[config.mk]
export PLATFORM = sky130hd
export DESIGN_NAME = servo_control_io_routing
export DESIGN_NICKNAME = d
export VERILOG_FILES = /design/src/include/io_route_pkg.sv /design/src/include/brake_link_if.sv /design/src/logic/brake_sequencer.sv /design/src/logic/servo_control_io_routing.sv
export SDC_FILE = /design/constraint.sdc
export NUM_CORES = 1
export LEC_CHECK = 0
export ABC_AREA = 1
export BUFFER_PORTS_ARGS = -buffer_cell sky130_fd_sc_hd__buf_2
export CAP_MARGIN = 20
export CORE_ASPECT_RATIO = 0.75
export CORE_UTILIZATION = 45
export CTS_BUF_LIST = sky130_fd_sc_hd__clkbuf_2 sky130_fd_sc_hd__clkbuf_4 sky130_fd_sc_hd__clkbuf_8
export DETAILED_ROUTE_END_ITERATION = 10
export GPL_TIMING_DRIVEN = 1
export PLACE_DENSITY = 0.87
export SETUP_SLACK_MARGIN = 0.02
export SLEW_MARGIN = 5
export SYNTH_ARGS = -nofsm -noshare
export SYNTH_HDL_FRONTEND = slang
export SYNTH_SLANG_ARGS = --single-unit
[constraint.sdc]
create_clock -name ref_clk -period 4.13 [get_ports ref_clk]
set_input_delay 0.413 -clock ref_clk [delete_from_list [all_inputs] [get_ports ref_clk]]
set_output_delay 0.413 -clock ref_clk [all_outputs]
set_load 0.02 [all_outputs]
[src/include/io_route_pkg.sv]
// Shared constants, codes and types for the control connector I/O routing
package io_route_pkg;
	// Clock rate and brake timing unit
	localparam int CLK_PERIOD_NS = 50;
	localparam int BRAKE_TICK_US = 10000;
	localparam int BRAKE_TICK_CYCLES = (BRAKE_TICK_US * 1000 + CLK_PERIOD_NS - 1) / CLK_PERIOD_NS;
	localparam int BRAKE_PARAM_W = 8;

	// Input terminal selection codes
	localparam int N_IN_TERMS = 7;
	localparam int SEL_W = 4;
	localparam logic [SEL_W-1:0] LATCH_TERM_FIRST = 4'h4;
	localparam logic [SEL_W-1:0] LATCH_TERM_LAST = 4'h6;

	// Field positions inside the third input allocation word
	localparam int DECEL_LSB = 0;
	localparam int LATCH_A_LSB = 4;
	localparam int LATCH_B_LSB = 8;
	localparam int LATCH_C_LSB = 12;

	// Field positions inside the output allocation words
	localparam int PAIR1_LSB = 0;
	localparam int PAIR2_LSB = 4;
	localparam int PAIR3_LSB = 0;

	typedef enum logic [3:0] {
		FUNC_NONE = 4'h0,
		FUNC_POS_DONE_A = 4'h1,
		FUNC_POS_DONE_B = 4'h2,
		FUNC_SPEED_MATCH = 4'h3,
		FUNC_ROTATION = 4'h4,
		FUNC_READY = 4'h5,
		FUNC_CUR_CLAMP = 4'h6,
		FUNC_SPD_CLAMP = 4'h7,
		FUNC_BRAKE = 4'h8,
		FUNC_WARN = 4'h9
	} out_func_t;

	typedef enum logic [1:0] {
		MODE_POSITION = 2'h0,
		MODE_SPEED = 2'h1,
		MODE_TORQUE = 2'h2
	} ctrl_mode_t;

	typedef enum logic [1:0] {
		BRK_OFF = 2'h0,
		BRK_ON_RUN = 2'h1,
		BRK_STOP_HOLD = 2'h2,
		BRK_RUN_COAST = 2'h3
	} brake_state_t;

	localparam logic LVL_OFF = 1'b0;
endpackage

[src/include/brake_link_if.sv]
// Carrier between the routing top and the holding brake sequencer
`timescale 1ns/1ps
`default_nettype none
interface brake_link_if;
	import io_route_pkg::*;
	logic servo_on_req;
	logic below_speed;
	logic [BRAKE_PARAM_W-1:0] wait_stop;
	logic [BRAKE_PARAM_W-1:0] wait_run;
	logic brake_release;
	logic servo_energized;

	modport ctl (
		output servo_on_req,
		output below_speed,
		output wait_stop,
		output wait_run,
		input brake_release,
		input servo_energized
	);

	modport tmr (
		input servo_on_req,
		input below_speed,
		input wait_stop,
		input wait_run,
		output brake_release,
		output servo_energized
	);
endinterface
`default_nettype wire

[src/logic/brake_sequencer.sv]
// Holding brake sequencer with stop-hold and run-coast waits
`timescale 1ns/1ps
`default_nettype none
module brake_sequencer
	import io_route_pkg::*;
#(
	parameter int TICK_CYCLES = BRAKE_TICK_CYCLES
)
(
	input wire logic ref_clk,
	input wire logic sys_rst,
	brake_link_if.tmr lnk
);
	localparam int CNT_W = $clog2(TICK_CYCLES + 1);
	localparam logic [CNT_W-1:0] TICK_LAST = CNT_W'(TICK_CYCLES - 1);

	brake_state_t st_r;
	brake_state_t st_nxt;
	logic [CNT_W-1:0] cnt_r;
	logic [BRAKE_PARAM_W-1:0] ticks_r;
	logic release_r;
	logic energized_r;
	wire logic waiting = (st_r == BRK_STOP_HOLD) || (st_r == BRK_RUN_COAST);
	wire logic tick = waiting && (cnt_r == TICK_LAST);

	always_comb
	begin
		st_nxt = st_r;
		unique case (st_r)
			BRK_OFF:
				if (lnk.servo_on_req)
					st_nxt = BRK_ON_RUN;
			BRK_ON_RUN:
				if (!lnk.servo_on_req)
					st_nxt = lnk.below_speed ? BRK_STOP_HOLD : BRK_RUN_COAST;
			BRK_STOP_HOLD:
				if (lnk.servo_on_req)
					st_nxt = BRK_ON_RUN;
				else if (ticks_r >= lnk.wait_stop)
					st_nxt = BRK_OFF;
			BRK_RUN_COAST:
				if (lnk.servo_on_req)
					st_nxt = BRK_ON_RUN;
				else if (lnk.below_speed || ticks_r >= lnk.wait_run)
					st_nxt = BRK_OFF;
		endcase
	end

	always_ff @(posedge ref_clk or posedge sys_rst)
	begin
		if (sys_rst)
		begin
			st_r <= BRK_OFF;
			cnt_r <= '0;
			ticks_r <= '0;
			release_r <= LVL_OFF;
			energized_r <= LVL_OFF;
		end
		else
		begin
			st_r <= st_nxt;
			cnt_r <= (!waiting || tick || st_nxt != st_r) ? '0 : cnt_r + 1'b1;
			ticks_r <= (st_nxt != st_r) ? '0 : ticks_r + BRAKE_PARAM_W'(tick);
			// Brake stays released while motor still coasts so it is not worn down
			release_r <= (st_nxt == BRK_ON_RUN) || (st_nxt == BRK_RUN_COAST);
			energized_r <= (st_nxt == BRK_ON_RUN) || (st_nxt == BRK_STOP_HOLD);
		end
	end

	assign lnk.brake_release = release_r;
	assign lnk.servo_energized = energized_r;
endmodule
`default_nettype wire

[src/logic/servo_control_io_routing.sv]
// Sequence I/O function routing of the servo drive control connector
`timescale 1ns/1ps
`default_nettype none
//Function
// - Alarm output goes OFF whenever an alarm is active.
// - Position done A is ON in position mode while deviation magnitude is within range A.
// - Position done B is ON in position mode while deviation magnitude is within range B.
// - Speed match is ON in speed mode while speed error is within range.
// - Rotation detect is ON while speed magnitude exceeds its threshold.
// - Rotation detect is forced ON while no encoder is connected.
// - Current clamp output is ON while output current is limited.
// - Speed clamp output is ON in torque mode while speed is limited.
// - Brake interlock follows three timing settings relative to servo state.
// - Warning is ON on overload or regeneration overload warning.
// - General-purpose input level is reported for the network monitor field.
// - Decel and overtravel functions route to any of seven input terminals.
// - Latch triggers route only among the three latch-capable terminals.
// - A rising latch trigger captures the feedback counter value.
// - Status functions route to the three output pairs by allocation settings.
// - General-purpose outputs get functions only from allocation settings.
// - Routed decel input is the origin-search deceleration request.
// - Routed forward overtravel input is the forward drive-prohibit indication.
// - Routed reverse overtravel input is the reverse drive-prohibit indication.
// - Alarm output is OFF at power-up until initial processing completes.
// - An asserted overtravel input permits that direction; absence prohibits unless that input is unassigned.
module servo_control_io_routing
	import io_route_pkg::*;
#(
	parameter int POS_W = 32,
	parameter int SPD_W = 16,
	parameter int CNT_W = 32,
	parameter int BRAKE_TICK = BRAKE_TICK_CYCLES
)
(
	input wire logic ref_clk,
	input wire logic sys_rst,
	input wire logic seq_input_term_0,
	input wire logic seq_input_term_1,
	input wire logic seq_input_term_2,
	input wire logic seq_input_term_3,
	input wire logic seq_input_term_4,
	input wire logic seq_input_term_5,
	input wire logic seq_input_term_6,
	input wire logic [SEL_W-1:0] input_alloc_param_a,
	input wire logic [SEL_W-1:0] input_alloc_param_b,
	input wire logic [4*SEL_W-1:0] input_alloc_param_c,
	input wire logic [2*SEL_W-1:0] output_alloc_param_first,
	input wire logic [SEL_W-1:0] output_alloc_param_last,
	input wire logic [POS_W-1:0] done_range_a_param,
	input wire logic [POS_W-1:0] done_range_b_param,
	input wire logic [SPD_W-1:0] speed_match_range_param,
	input wire logic [SPD_W-1:0] rotation_threshold_param,
	input wire logic [BRAKE_PARAM_W-1:0] brake_timing_param_a,
	input wire logic [SPD_W-1:0] brake_timing_param_b,
	input wire logic [BRAKE_PARAM_W-1:0] brake_timing_param_c,
	input wire logic [1:0] control_mode,
	input wire logic signed [POS_W-1:0] position_deviation,
	input wire logic signed [SPD_W-1:0] motor_speed,
	input wire logic signed [SPD_W-1:0] speed_error,
	input wire logic encoder_present,
	input wire logic current_limited,
	input wire logic speed_limited,
	input wire logic overload_warn,
	input wire logic regen_overload_warn,
	input wire logic main_power_ok,
	input wire logic alarm_active,
	input wire logic init_done,
	input wire logic servo_on_req,
	input wire logic origin_search_active,
	input wire logic [CNT_W-1:0] feedback_count,
	input wire logic latch_clear_a,
	input wire logic latch_clear_b,
	input wire logic latch_clear_c,
	output logic alarm_out,
	output logic seq_output_pair_1,
	output logic seq_output_pair_2,
	output logic seq_output_pair_3,
	output logic servo_energized,
	output logic origin_decel_in,
	output logic origin_decel_req,
	output logic fwd_overtravel_in,
	output logic rev_overtravel_in,
	output logic fwd_drive_permit,
	output logic rev_drive_permit,
	output logic io_monitor_gp,
	output logic [CNT_W-1:0] latch_value_a,
	output logic [CNT_W-1:0] latch_value_b,
	output logic [CNT_W-1:0] latch_value_c,
	output logic latch_done_a,
	output logic latch_done_b,
	output logic latch_done_c
);
	// Codes above the last terminal leave an input function unassigned
	function automatic logic term_unused(input logic [SEL_W-1:0] sel);
		term_unused = (sel >= SEL_W'(N_IN_TERMS));
	endfunction

	// Any-terminal pick
	function automatic logic term_pick(input logic [SEL_W-1:0] sel, input logic [6:0] t);
		term_pick = !term_unused(sel) ? t[sel[2:0]] : 1'b0;
	endfunction

	// Latch pick; codes outside the latch-capable window mean unassigned
	function automatic logic latch_pick(input logic [SEL_W-1:0] sel, input logic [6:0] t);
		logic ok;
		ok = (sel >= LATCH_TERM_FIRST) && (sel <= LATCH_TERM_LAST);
		latch_pick = ok ? t[sel[2:0]] : 1'b0;
	endfunction

	// Output pair pick by function code; unknown codes drive OFF
	function automatic logic func_pick(input logic [SEL_W-1:0] code, input logic [9:0] fv);
		func_pick = (code <= SEL_W'(FUNC_WARN)) ? fv[code] : LVL_OFF;
	endfunction

	function automatic logic [POS_W-1:0] mag_pos(input logic signed [POS_W-1:0] v);
		mag_pos = v[POS_W-1] ? POS_W'(-v) : POS_W'(v);
	endfunction

	function automatic logic [SPD_W-1:0] mag_spd(input logic signed [SPD_W-1:0] v);
		mag_spd = v[SPD_W-1] ? SPD_W'(-v) : SPD_W'(v);
	endfunction

	brake_link_if brk ();

	brake_sequencer #(
		.TICK_CYCLES(BRAKE_TICK)
	) u_brake (
		.ref_clk(ref_clk),
		.sys_rst(sys_rst),
		.lnk(brk.tmr)
	);

	wire logic [6:0] terms = {seq_input_term_6, seq_input_term_5, seq_input_term_4,
		seq_input_term_3, seq_input_term_2, seq_input_term_1, seq_input_term_0};

	wire logic decel_w = term_pick(input_alloc_param_c[DECEL_LSB +: SEL_W], terms);
	wire logic fwd_w = term_pick(input_alloc_param_a, terms);
	wire logic rev_w = term_pick(input_alloc_param_b, terms);
	wire logic latch_trigger_a =
		latch_pick(input_alloc_param_c[LATCH_A_LSB +: SEL_W], terms);
	wire logic latch_trigger_b =
		latch_pick(input_alloc_param_c[LATCH_B_LSB +: SEL_W], terms);
	wire logic latch_trigger_c =
		latch_pick(input_alloc_param_c[LATCH_C_LSB +: SEL_W], terms);
	wire logic [2:0] trig_now = {latch_trigger_c, latch_trigger_b, latch_trigger_a};

	wire logic in_pos = (control_mode == MODE_POSITION);
	wire logic in_spd = (control_mode == MODE_SPEED);
	wire logic in_trq = (control_mode == MODE_TORQUE);
	wire logic [POS_W-1:0] dev_mag = mag_pos(position_deviation);
	wire logic [SPD_W-1:0] spd_mag = mag_spd(motor_speed);
	wire logic [SPD_W-1:0] err_mag = mag_spd(speed_error);

	wire logic position_done_a = in_pos && (dev_mag <= done_range_a_param);
	wire logic position_done_b = in_pos && (dev_mag <= done_range_b_param);
	wire logic speed_match_out = in_spd && (err_mag <= speed_match_range_param);
	// Without feedback the speed compare is meaningless, so report rotating
	wire logic rotation_detect_out = !encoder_present
		|| (spd_mag > rotation_threshold_param);
	wire logic servo_ready_w = init_done && main_power_ok && !alarm_active;
	wire logic current_clamp_out = current_limited;
	wire logic speed_clamp_out = in_trq && speed_limited;
	wire logic brake_interlock_out = brk.brake_release;
	wire logic warn_w = overload_warn || regen_overload_warn;

	wire logic [9:0] func_vec = {warn_w, brake_interlock_out, speed_clamp_out,
		current_clamp_out, servo_ready_w, rotation_detect_out, speed_match_out,
		position_done_b, position_done_a, LVL_OFF};

	wire logic [SEL_W-1:0] pair1_code = output_alloc_param_first[PAIR1_LSB +: SEL_W];
	wire logic [SEL_W-1:0] pair2_code = output_alloc_param_first[PAIR2_LSB +: SEL_W];
	wire logic [SEL_W-1:0] pair3_code = output_alloc_param_last[PAIR3_LSB +: SEL_W];

	// Rising edge so a held trigger latches once, not every cycle
	logic [2:0] trig_prev_r;
	wire logic [2:0] trig_rise = trig_now & ~trig_prev_r;
	wire logic [2:0] clr = {latch_clear_c, latch_clear_b, latch_clear_a};
	logic [2:0] latch_done_r;

	assign brk.servo_on_req = servo_on_req && servo_ready_w;
	assign brk.below_speed = spd_mag < brake_timing_param_b;
	assign brk.wait_stop = brake_timing_param_a;
	assign brk.wait_run = brake_timing_param_c;
	assign servo_energized = brk.servo_energized;

	always_ff @(posedge ref_clk or posedge sys_rst)
	begin
		if (sys_rst)
		begin
			alarm_out <= LVL_OFF;
		end
		else
		begin
			alarm_out <= init_done && !alarm_active;
		end
	end

	// Pairs power up with no function and follow only the allocation codes
	always_ff @(posedge ref_clk or posedge sys_rst)
	begin
		if (sys_rst)
		begin
			seq_output_pair_1 <= LVL_OFF;
			seq_output_pair_2 <= LVL_OFF;
			seq_output_pair_3 <= LVL_OFF;
		end
		else
		begin
			seq_output_pair_1 <= func_pick(pair1_code, func_vec);
			seq_output_pair_2 <= func_pick(pair2_code, func_vec);
			seq_output_pair_3 <= func_pick(pair3_code, func_vec);
		end
	end

	// Decel level reaches the homing logic only during origin search
	always_ff @(posedge ref_clk or posedge sys_rst)
	begin
		if (sys_rst)
		begin
			origin_decel_in <= LVL_OFF;
			origin_decel_req <= LVL_OFF;
		end
		else
		begin
			origin_decel_in <= decel_w;
			origin_decel_req <= decel_w && origin_search_active;
		end
	end

	always_ff @(posedge ref_clk or posedge sys_rst)
	begin
		if (sys_rst)
		begin
			fwd_overtravel_in <= LVL_OFF;
			rev_overtravel_in <= LVL_OFF;
			fwd_drive_permit <= LVL_OFF;
			rev_drive_permit <= LVL_OFF;
		end
		else
		begin
			fwd_overtravel_in <= fwd_w;
			rev_overtravel_in <= rev_w;
			// Unassigned overtravel reads inactive, which leaves prohibition disabled
			fwd_drive_permit <= fwd_w || term_unused(input_alloc_param_a);
			rev_drive_permit <= rev_w || term_unused(input_alloc_param_b);
		end
	end

	// Raw terminal level; the host reads it through the monitor field
	always_ff @(posedge ref_clk or posedge sys_rst)
	begin
		if (sys_rst)
		begin
			io_monitor_gp <= LVL_OFF;
		end
		else
		begin
			io_monitor_gp <= seq_input_term_0;
		end
	end

	always_ff @(posedge ref_clk or posedge sys_rst)
	begin
		if (sys_rst)
		begin
			trig_prev_r <= '0;
			latch_done_r <= '0;
		end
		else
		begin
			trig_prev_r <= trig_now;
			// A new capture beats a clear in the same cycle
			latch_done_r <= trig_rise | (latch_done_r & ~clr);
		end
	end

	// Values hold until the next rising trigger; a clear drops only the flag
	always_ff @(posedge ref_clk or posedge sys_rst)
	begin
		if (sys_rst)
		begin
			latch_value_a <= '0;
			latch_value_b <= '0;
			latch_value_c <= '0;
		end
		else
		begin
			if (trig_rise[0])
				latch_value_a <= feedback_count;
			if (trig_rise[1])
				latch_value_b <= feedback_count;
			if (trig_rise[2])
				latch_value_c <= feedback_count;
		end
	end

	assign latch_done_a = latch_done_r[0];
	assign latch_done_b = latch_done_r[1];
	assign latch_done_c = latch_done_r[2];
endmodule
`default_nettype wire

Word-level counts from Yosys, hierarchy flattened
Cells that the tools add are included.
{ "word_totals": {"ff_bits": 143, "latch_bits": 0, "mem_bits_rw": 0, "rom_bits": 0, "out_inout_bits": 111, "word_cells": 137, "n_memories": 0} }
{ "op_classes": {"add_sub_neg": 5, "n_mul": 0, "div_mod_pow": 0, "magnitude_cmp": 28, "n_eq_ne": 10, "n_shift": 0, "mux": 40, "bitwise_logic": 5, "reduce_logical": 28} }
{ "op_table": {"columns": ["cell", "count"], "rows": [
  ["$le A32 B32 Y1", 2],
  ["$mux W16", 2],
  ["$mux W32", 1],
  ["$neg A16 Y16", 2],
  ["$neg A32 Y32", 1],
  ["$ge A4 B3 Y1 const B", 6],
  ["$lt A3 B4 Y1 const B", 6],
  ["$mux W1", 19],
  ["$add A18 B1 Y18 const B", 1],
  ["$bmux W1 S3", 6],
  ["$eq A18 B18 Y1 const B", 1],
  ["$mux W18", 1],
  ["$ge A8 B8 Y1", 2],
  ["$gt A16 B16 Y1", 1],
  ["$le A16 B16 Y1", 1],
  ["$lt A16 B16 Y1", 1],
  ["$lt A4 B5 Y1 const B", 3],
  ["$logic_and A1 B1 Y1", 13],
  ["$bmux W1 S4", 3],
  ["$le A4 B3 Y1 const B", 3],
  ["$le A4 B4 Y1 const B", 3],
  ["$mux W2", 6],
  ["$eq A2 B2 Y1 const B", 5],
  ["$logic_or A1 B1 Y1", 10],
  ["other kinds (10)", 17]
]} }

Logic depth before layout (Yosys ltp)
{ "depth": {"depth_word": 10, "mapped_depth": 24, "depth_no_buf": 24} }

By module
A second synthesis with hierarchy kept.
{ "unflattened": {"hier_cells": 1482, "area_unflattened_um2": 10854.2} }
{ "by_module_without_submodules": {"columns": ["module", "n_inst", "cells_each", "area_each_um2", "seq_area_each_um2"], "rows": [
  ["servo_control_io_routing", 1, 1230, 8868.5, 2827.7],
  ["brake_sequencer", 1, 252, 1985.7, 725.7]
]} }

Least setup slack after synthesis
OpenSTA, ideal clock, no wires.
{ "synth_path": {"kind": "input port to flip-flop", "startpoint": "input position_deviation[0]", "endpoint": "register seq_output_pair_1", "arrival_time_ns": 2.941, "slack_ns": 1.058, "path_stages": 22, "path_buffers": 0, "path_cell_list": "inv_1 > ha_1 > nand2_1 > nor4_2 > nand4_1 > nor2_1 > nand3_2 > nor2_2 > nor2_1 > xor2_1 > ha_1 > nand2_1 > nor2_1 > nand4_1 > nor3b_1 > nand2_1 > nand2_1 > nand2_1 > nand3_1 > nand2_1 > nand2_1 > o21ai_0"} }
{ "synth_between": {"elab_chain_len": 7, "word_cells_on_any_way": 9} }
{ "synth_lines": {"columns": ["item", "line_no", "text"], "rows": [
  ["start: declaration", "servo_control_io_routing.sv:57", "input wire logic signed [POS_W-1:0] position_deviation,"],
  ["$neg A32 Y32", "servo_control_io_routing.sv:116", "mag_pos = v[POS_W-1] ? POS_W'(-v) : POS_W'(v);"],
  ["$mux W32 (*)", "servo_control_io_routing.sv:116", null],
  ["$le A32 B32 Y1 (on tied branches)", "servo_control_io_routing.sv:154, servo_control_io_routing.sv:155", null],
  ["$logic_and A1 B1 Y1 (on tied branches)", "servo_control_io_routing.sv:154, servo_control_io_routing.sv:155", null],
  ["$bmux W1 S4 (*)", "servo_control_io_routing.sv:112", "func_pick = (code <= SEL_W'(FUNC_WARN)) ? fv[code] : LVL_OFF;"],
  ["$mux W1 (implied by the code) (*)", "servo_control_io_routing.sv:112", null],
  ["$mux W1 (*)", "servo_control_io_routing.sv:112", null],
  ["end signal: assignment", "servo_control_io_routing.sv:209", "seq_output_pair_1 <= func_pick(pair1_code, func_vec);"],
  ["end: declaration", "servo_control_io_routing.sv:75", "output logic seq_output_pair_1,"]
]} }
Every way passes the cells marked *; elsewhere a longest branch is shown, timed or not. The select of a mux whose other input is x is not followed.
A chain may end at the register's enable or synchronous reset.

Worst setup path in the final report
{ "layout_path": {"startpoint": "input position_deviation[0]", "endpoint": "register seq_output_pair_3"} }
{ "layout_between": {"elab_chain_len": 7, "word_cells_on_any_way": 9} }
{ "layout_lines": {"columns": ["item", "line_no", "text"], "rows": [
  ["$neg A32 Y32", "servo_control_io_routing.sv:116", null],
  ["$mux W32 (*)", "servo_control_io_routing.sv:116", null],
  ["$le A32 B32 Y1 (on tied branches)", "servo_control_io_routing.sv:154, servo_control_io_routing.sv:155", null],
  ["$logic_and A1 B1 Y1 (on tied branches)", "servo_control_io_routing.sv:154, servo_control_io_routing.sv:155", null],
  ["$bmux W1 S4 (*)", "servo_control_io_routing.sv:112", null],
  ["$mux W1 (implied by the code) (*)", "servo_control_io_routing.sv:112", null],
  ["$mux W1 (*)", "servo_control_io_routing.sv:112", null],
  ["end signal: assignment", "servo_control_io_routing.sv:211", "seq_output_pair_3 <= func_pick(pair3_code, func_vec);"],
  ["end: declaration", "servo_control_io_routing.sv:77", "output logic seq_output_pair_3,"]
]} }
Marked as above.

==> key figures <==
Critical path
  – CP max-delay cell: nor4_2
  – CP Class: input pin to register
  – Most frequent CP cell: nand2_1
  – Top delay family on crit path: simple AND/OR/NAND/NOR gates
  – Cells along the critical path: buf_2, inv_1, ha_1, nand2_1, nor4_2, nand4_1, nor2_1, nand3_2, nor2_2, nor2_1, xor2_1, ha_1, nand2_1, nor2_1, nand4_1, nor3b_1, nand2_1, nand2_1, nand2_1, nand3_1, nand2_1, nand2_1, o21ai_0
  – Critical path launch point type: input pin
  – Max incr delay on CP: 0.38 ns
  – Worst Path Required: 4.43 ns
  – WP buf/inv: 2
  – CP arrival: 3.67 ns
  – Max FO, Critical Path: 6
  – Critical path capture point type: register

Synth
  – Synthesized area: 10700 sq um
  – Largest family of logic cells by synthesized area: simple AND/OR/NAND/NOR gates
  – Post-synth top flop: dfrtp_1
  – Synth warn: 0
  – Seq/Total Area, Yosys: 0.333
  – Post-synth top cells: nand2_1 (306), inv_1 (273), o21ai_0 (153)
  – Post-Synth Simple-Gate Area: 0.210
  – Most common cell in the synthesized netlist: nand2_1
  – EDFF count, synth: 0
  – Top-area cell type share of the netlist area: 0.333
  – Top cells by area, synth: dfrtp_1 (33%), ha_1 (16%), nand2_1 (11%)
  – Netlist cell types: 46
  – Area leader, netlist: dfrtp_1
  – Multiplexer share of the synthesized area: 0
  – Synthesized net count: 1845
  – Mean Syn Cell Area: 7.47 sq um
  – Synth Area in XOR/XNOR: 0.0599
  – Cells after Synth: 1428
  – Synth Area in Adders: 0.156
  – Async S/R FF share, synth: 1.00
  – Flops & latches, synth: 142
  – Compound-Gate Fraction of Synth Area: 0.134

STA
  – Highest clock rate: 296 MHz
  – Period minus WS final: 3.38 ns
  – Total negative slack: 0 ns
  – Clock Skews: 0.0215 ns
  – PnR worst setup slack: 0.752 ns
  – Fin. max-slew vios: 0
  – Endpoints failing hold: 0
  – Hold slack: 0.108 ns
  – Tcrit/Tclk final: 0.818
  – Final setup violating endpoints: 0
  – RSZ-0062 raised after global routing: no
  – Worst slew pin tran: 0.848 ns
  – Rel. slew slack: 0.434

CTS
  – Clock Tree Buf Depth: 2
  – # clock sinks: 142
  – CTS tree: built
  – Setup bufs post-CTS: 0
  – CTS Buf Count: 17
  – CTS Hold Bufs: 0
  – H-tree levels: 4
  – Clock slew at the register clock pins of the worst setup and hold paths: 0.10 ns
  – CTS resizes: 0
  – Clock Root Buffer: clkbuf_8
  – Insertion delay to the later sink of the worst-skew pair: 0.43 ns

Finish
  – Layout cells sized above 1: 0.255
  – Fin nets: 2238
  – Fin util: 0.579
  – Finished Cell Area: 13400 sq um
  – Area Overhead vs Synth: 25.5%

Global routing
  – Total track usage: 0.249
  – Largest net degree at the start of global routing: 108
  – Antenna violations before repair: 3
  – First-pass GRT wire length: 48.8 mm
  – Grt ovf: 0
  – Vias in the first global route: 10100

Routing
  – Drt total wl: 31.3 mm
  – Vias: 10700
  – Routed len/inst: 14.6 um
  – Initial DRT Pass Iterations: 9
  – Final ANT Viol Nets: 0
  – Initial drt markers: 674
  – Via density: 5.00
  – M1 WL: 13.8 mm
  – WL met3: 2.17 mm
  – Metal2 WL: 14.6 mm
  – Drt drc: 12
  – Top routing layer in use: met4

Pwr
  – PwrDens: 340 nW/um^2
  – Max IR drop VDD: 0.000294 V
  – P_leak: 0.00771 uW

Placed design
  – RD Place Congestion: 0.960
  – HPWL Detailed: 25.8 mm
  – Placed Area: 13000 sq um
  – Setup WS pre-CTS: 0.368 ns
  – IO Port Bufs: 394

Die
  – Initial Utilization: 0.461
  – Std-Cell Rows: 48
  – Die W: 180 um
  – Core Area: 23100 sq um
  – Die Ht: 135 um
  – Die footprint: 24300 sq um
  – # IOs: 395

Flow run
  – Maxcap violations: 0

Status
  – Violated checks: design-rule violations
  – Outcome: complete, but fails checks

Worst hold path
  – HP Class: input pin to async pin
## stage by stage
stage	instances	total power (uW)
2_1_floorplan	1428	2810
6_report	2137	4560
4_1_cts	2133	4570
3_5_place_dp	2101	3460
5_1_grt	2137	4840
3_3_place_gp	2101	3390
## worst register-to-register path: cells and delay by family, from the launching register on
family,cells,cell delay [ns]
flops,1,0.39
simple gates,9,1.14
fa+ha+maj,2,0.38
buf+inv,1,0.07
xor+xnor,1,0.15
## final timing paths
kind / startpoint / end / slack [ns] / cells past startpoint
setup / recovery: position_deviation[0] / seq_output_pair_3 / 0.75 / 23
hold / removal: sys_rst / u_brake.ticks_r[5] / 0.11 / 2
setup reg to reg: u_brake.cnt_r[0] / u_brake.ticks_r[7] / 1.92 / 13
hold reg to reg: latch_value_c[25] / latch_value_c[25] / 0.48 / 2
max in group asynchronous: sys_rst / latch_value_a[0] / 2.99 / 3
min in group ref_clk: latch_clear_b / latch_done_r[1] / 0.14 / 2
## sequential cells by signal, summed over array words and instances, names as in the netlist, 2 cells and up
| register | count |
|---|---|
| latch_value_a | 32 |
| u_brake.ticks_r | 8 |
| latch_value_c | 32 |
| trig_prev_r | 3 |
| u_brake.cnt_r | 18 |
| latch_done_r | 3 |
| u_brake.st_r | 2 |
| latch_value_b | 32 |
## layer usage
metal	up-vias	global-route usage
li1	5352	-
met1	4904	0.330
met2	383	0.406
met3	41	0.0527
met4	0	0.0852
met5	-	0
## cells in the final DEF, fill, tap and decap left out, types with 9 or more instances in the layout
cell type	instances
a21oi_1	76
buf_2	394
clkbuf_8	17
dfrtp_1	142
ha_1	133
inv_1	272
inv_6	9
nand2_1	306
nand3_1	26
nand4_1	17
nor2_1	100
nor2_2	13
nor3_1	21
o21ai_0	153
xnor2_1	25
xor2_1	48
## logic make-up (layout without fill, tap and decap cells)
family,after synthesis,after routing
XOR/XNOR,73,73
flip-flops,142,142
AND/OR/NAND/NOR,515,515
other,0,3
adder cells (fa/ha/maj),133,133
buffers and inverters,300,706
AO/OA/AOI/OAI,265,265
## final cells by class
| cell class | instances | area, sq um |
|---|---|---|
| Multi-Input combinational cell | 986 | 5970 |
| Sequential cell | 142 | 3550 |
| Inverter | 274 | 1030 |
| Tap cell | 300 | 375 |
| Antenna cell | 3 | 7.51 |
| Timing Repair Buffer | 400 | 2060 |
| Fill cell | 2084 | 9740 |
| Clock inverter | 15 | 145 |
| Clock buffer | 17 | 234 |
## power breakdown
group | switching (uW) | leakage [uW] | internal [uW]
Sequential | 139 | 0.00182 | 1630
Combinational | 1090 | 0.00570 | 602
Clock | 607 | 0.000191 | 496
Total | 1830 | 0.00771 | 2730
(Power assumes the default switching activity.)
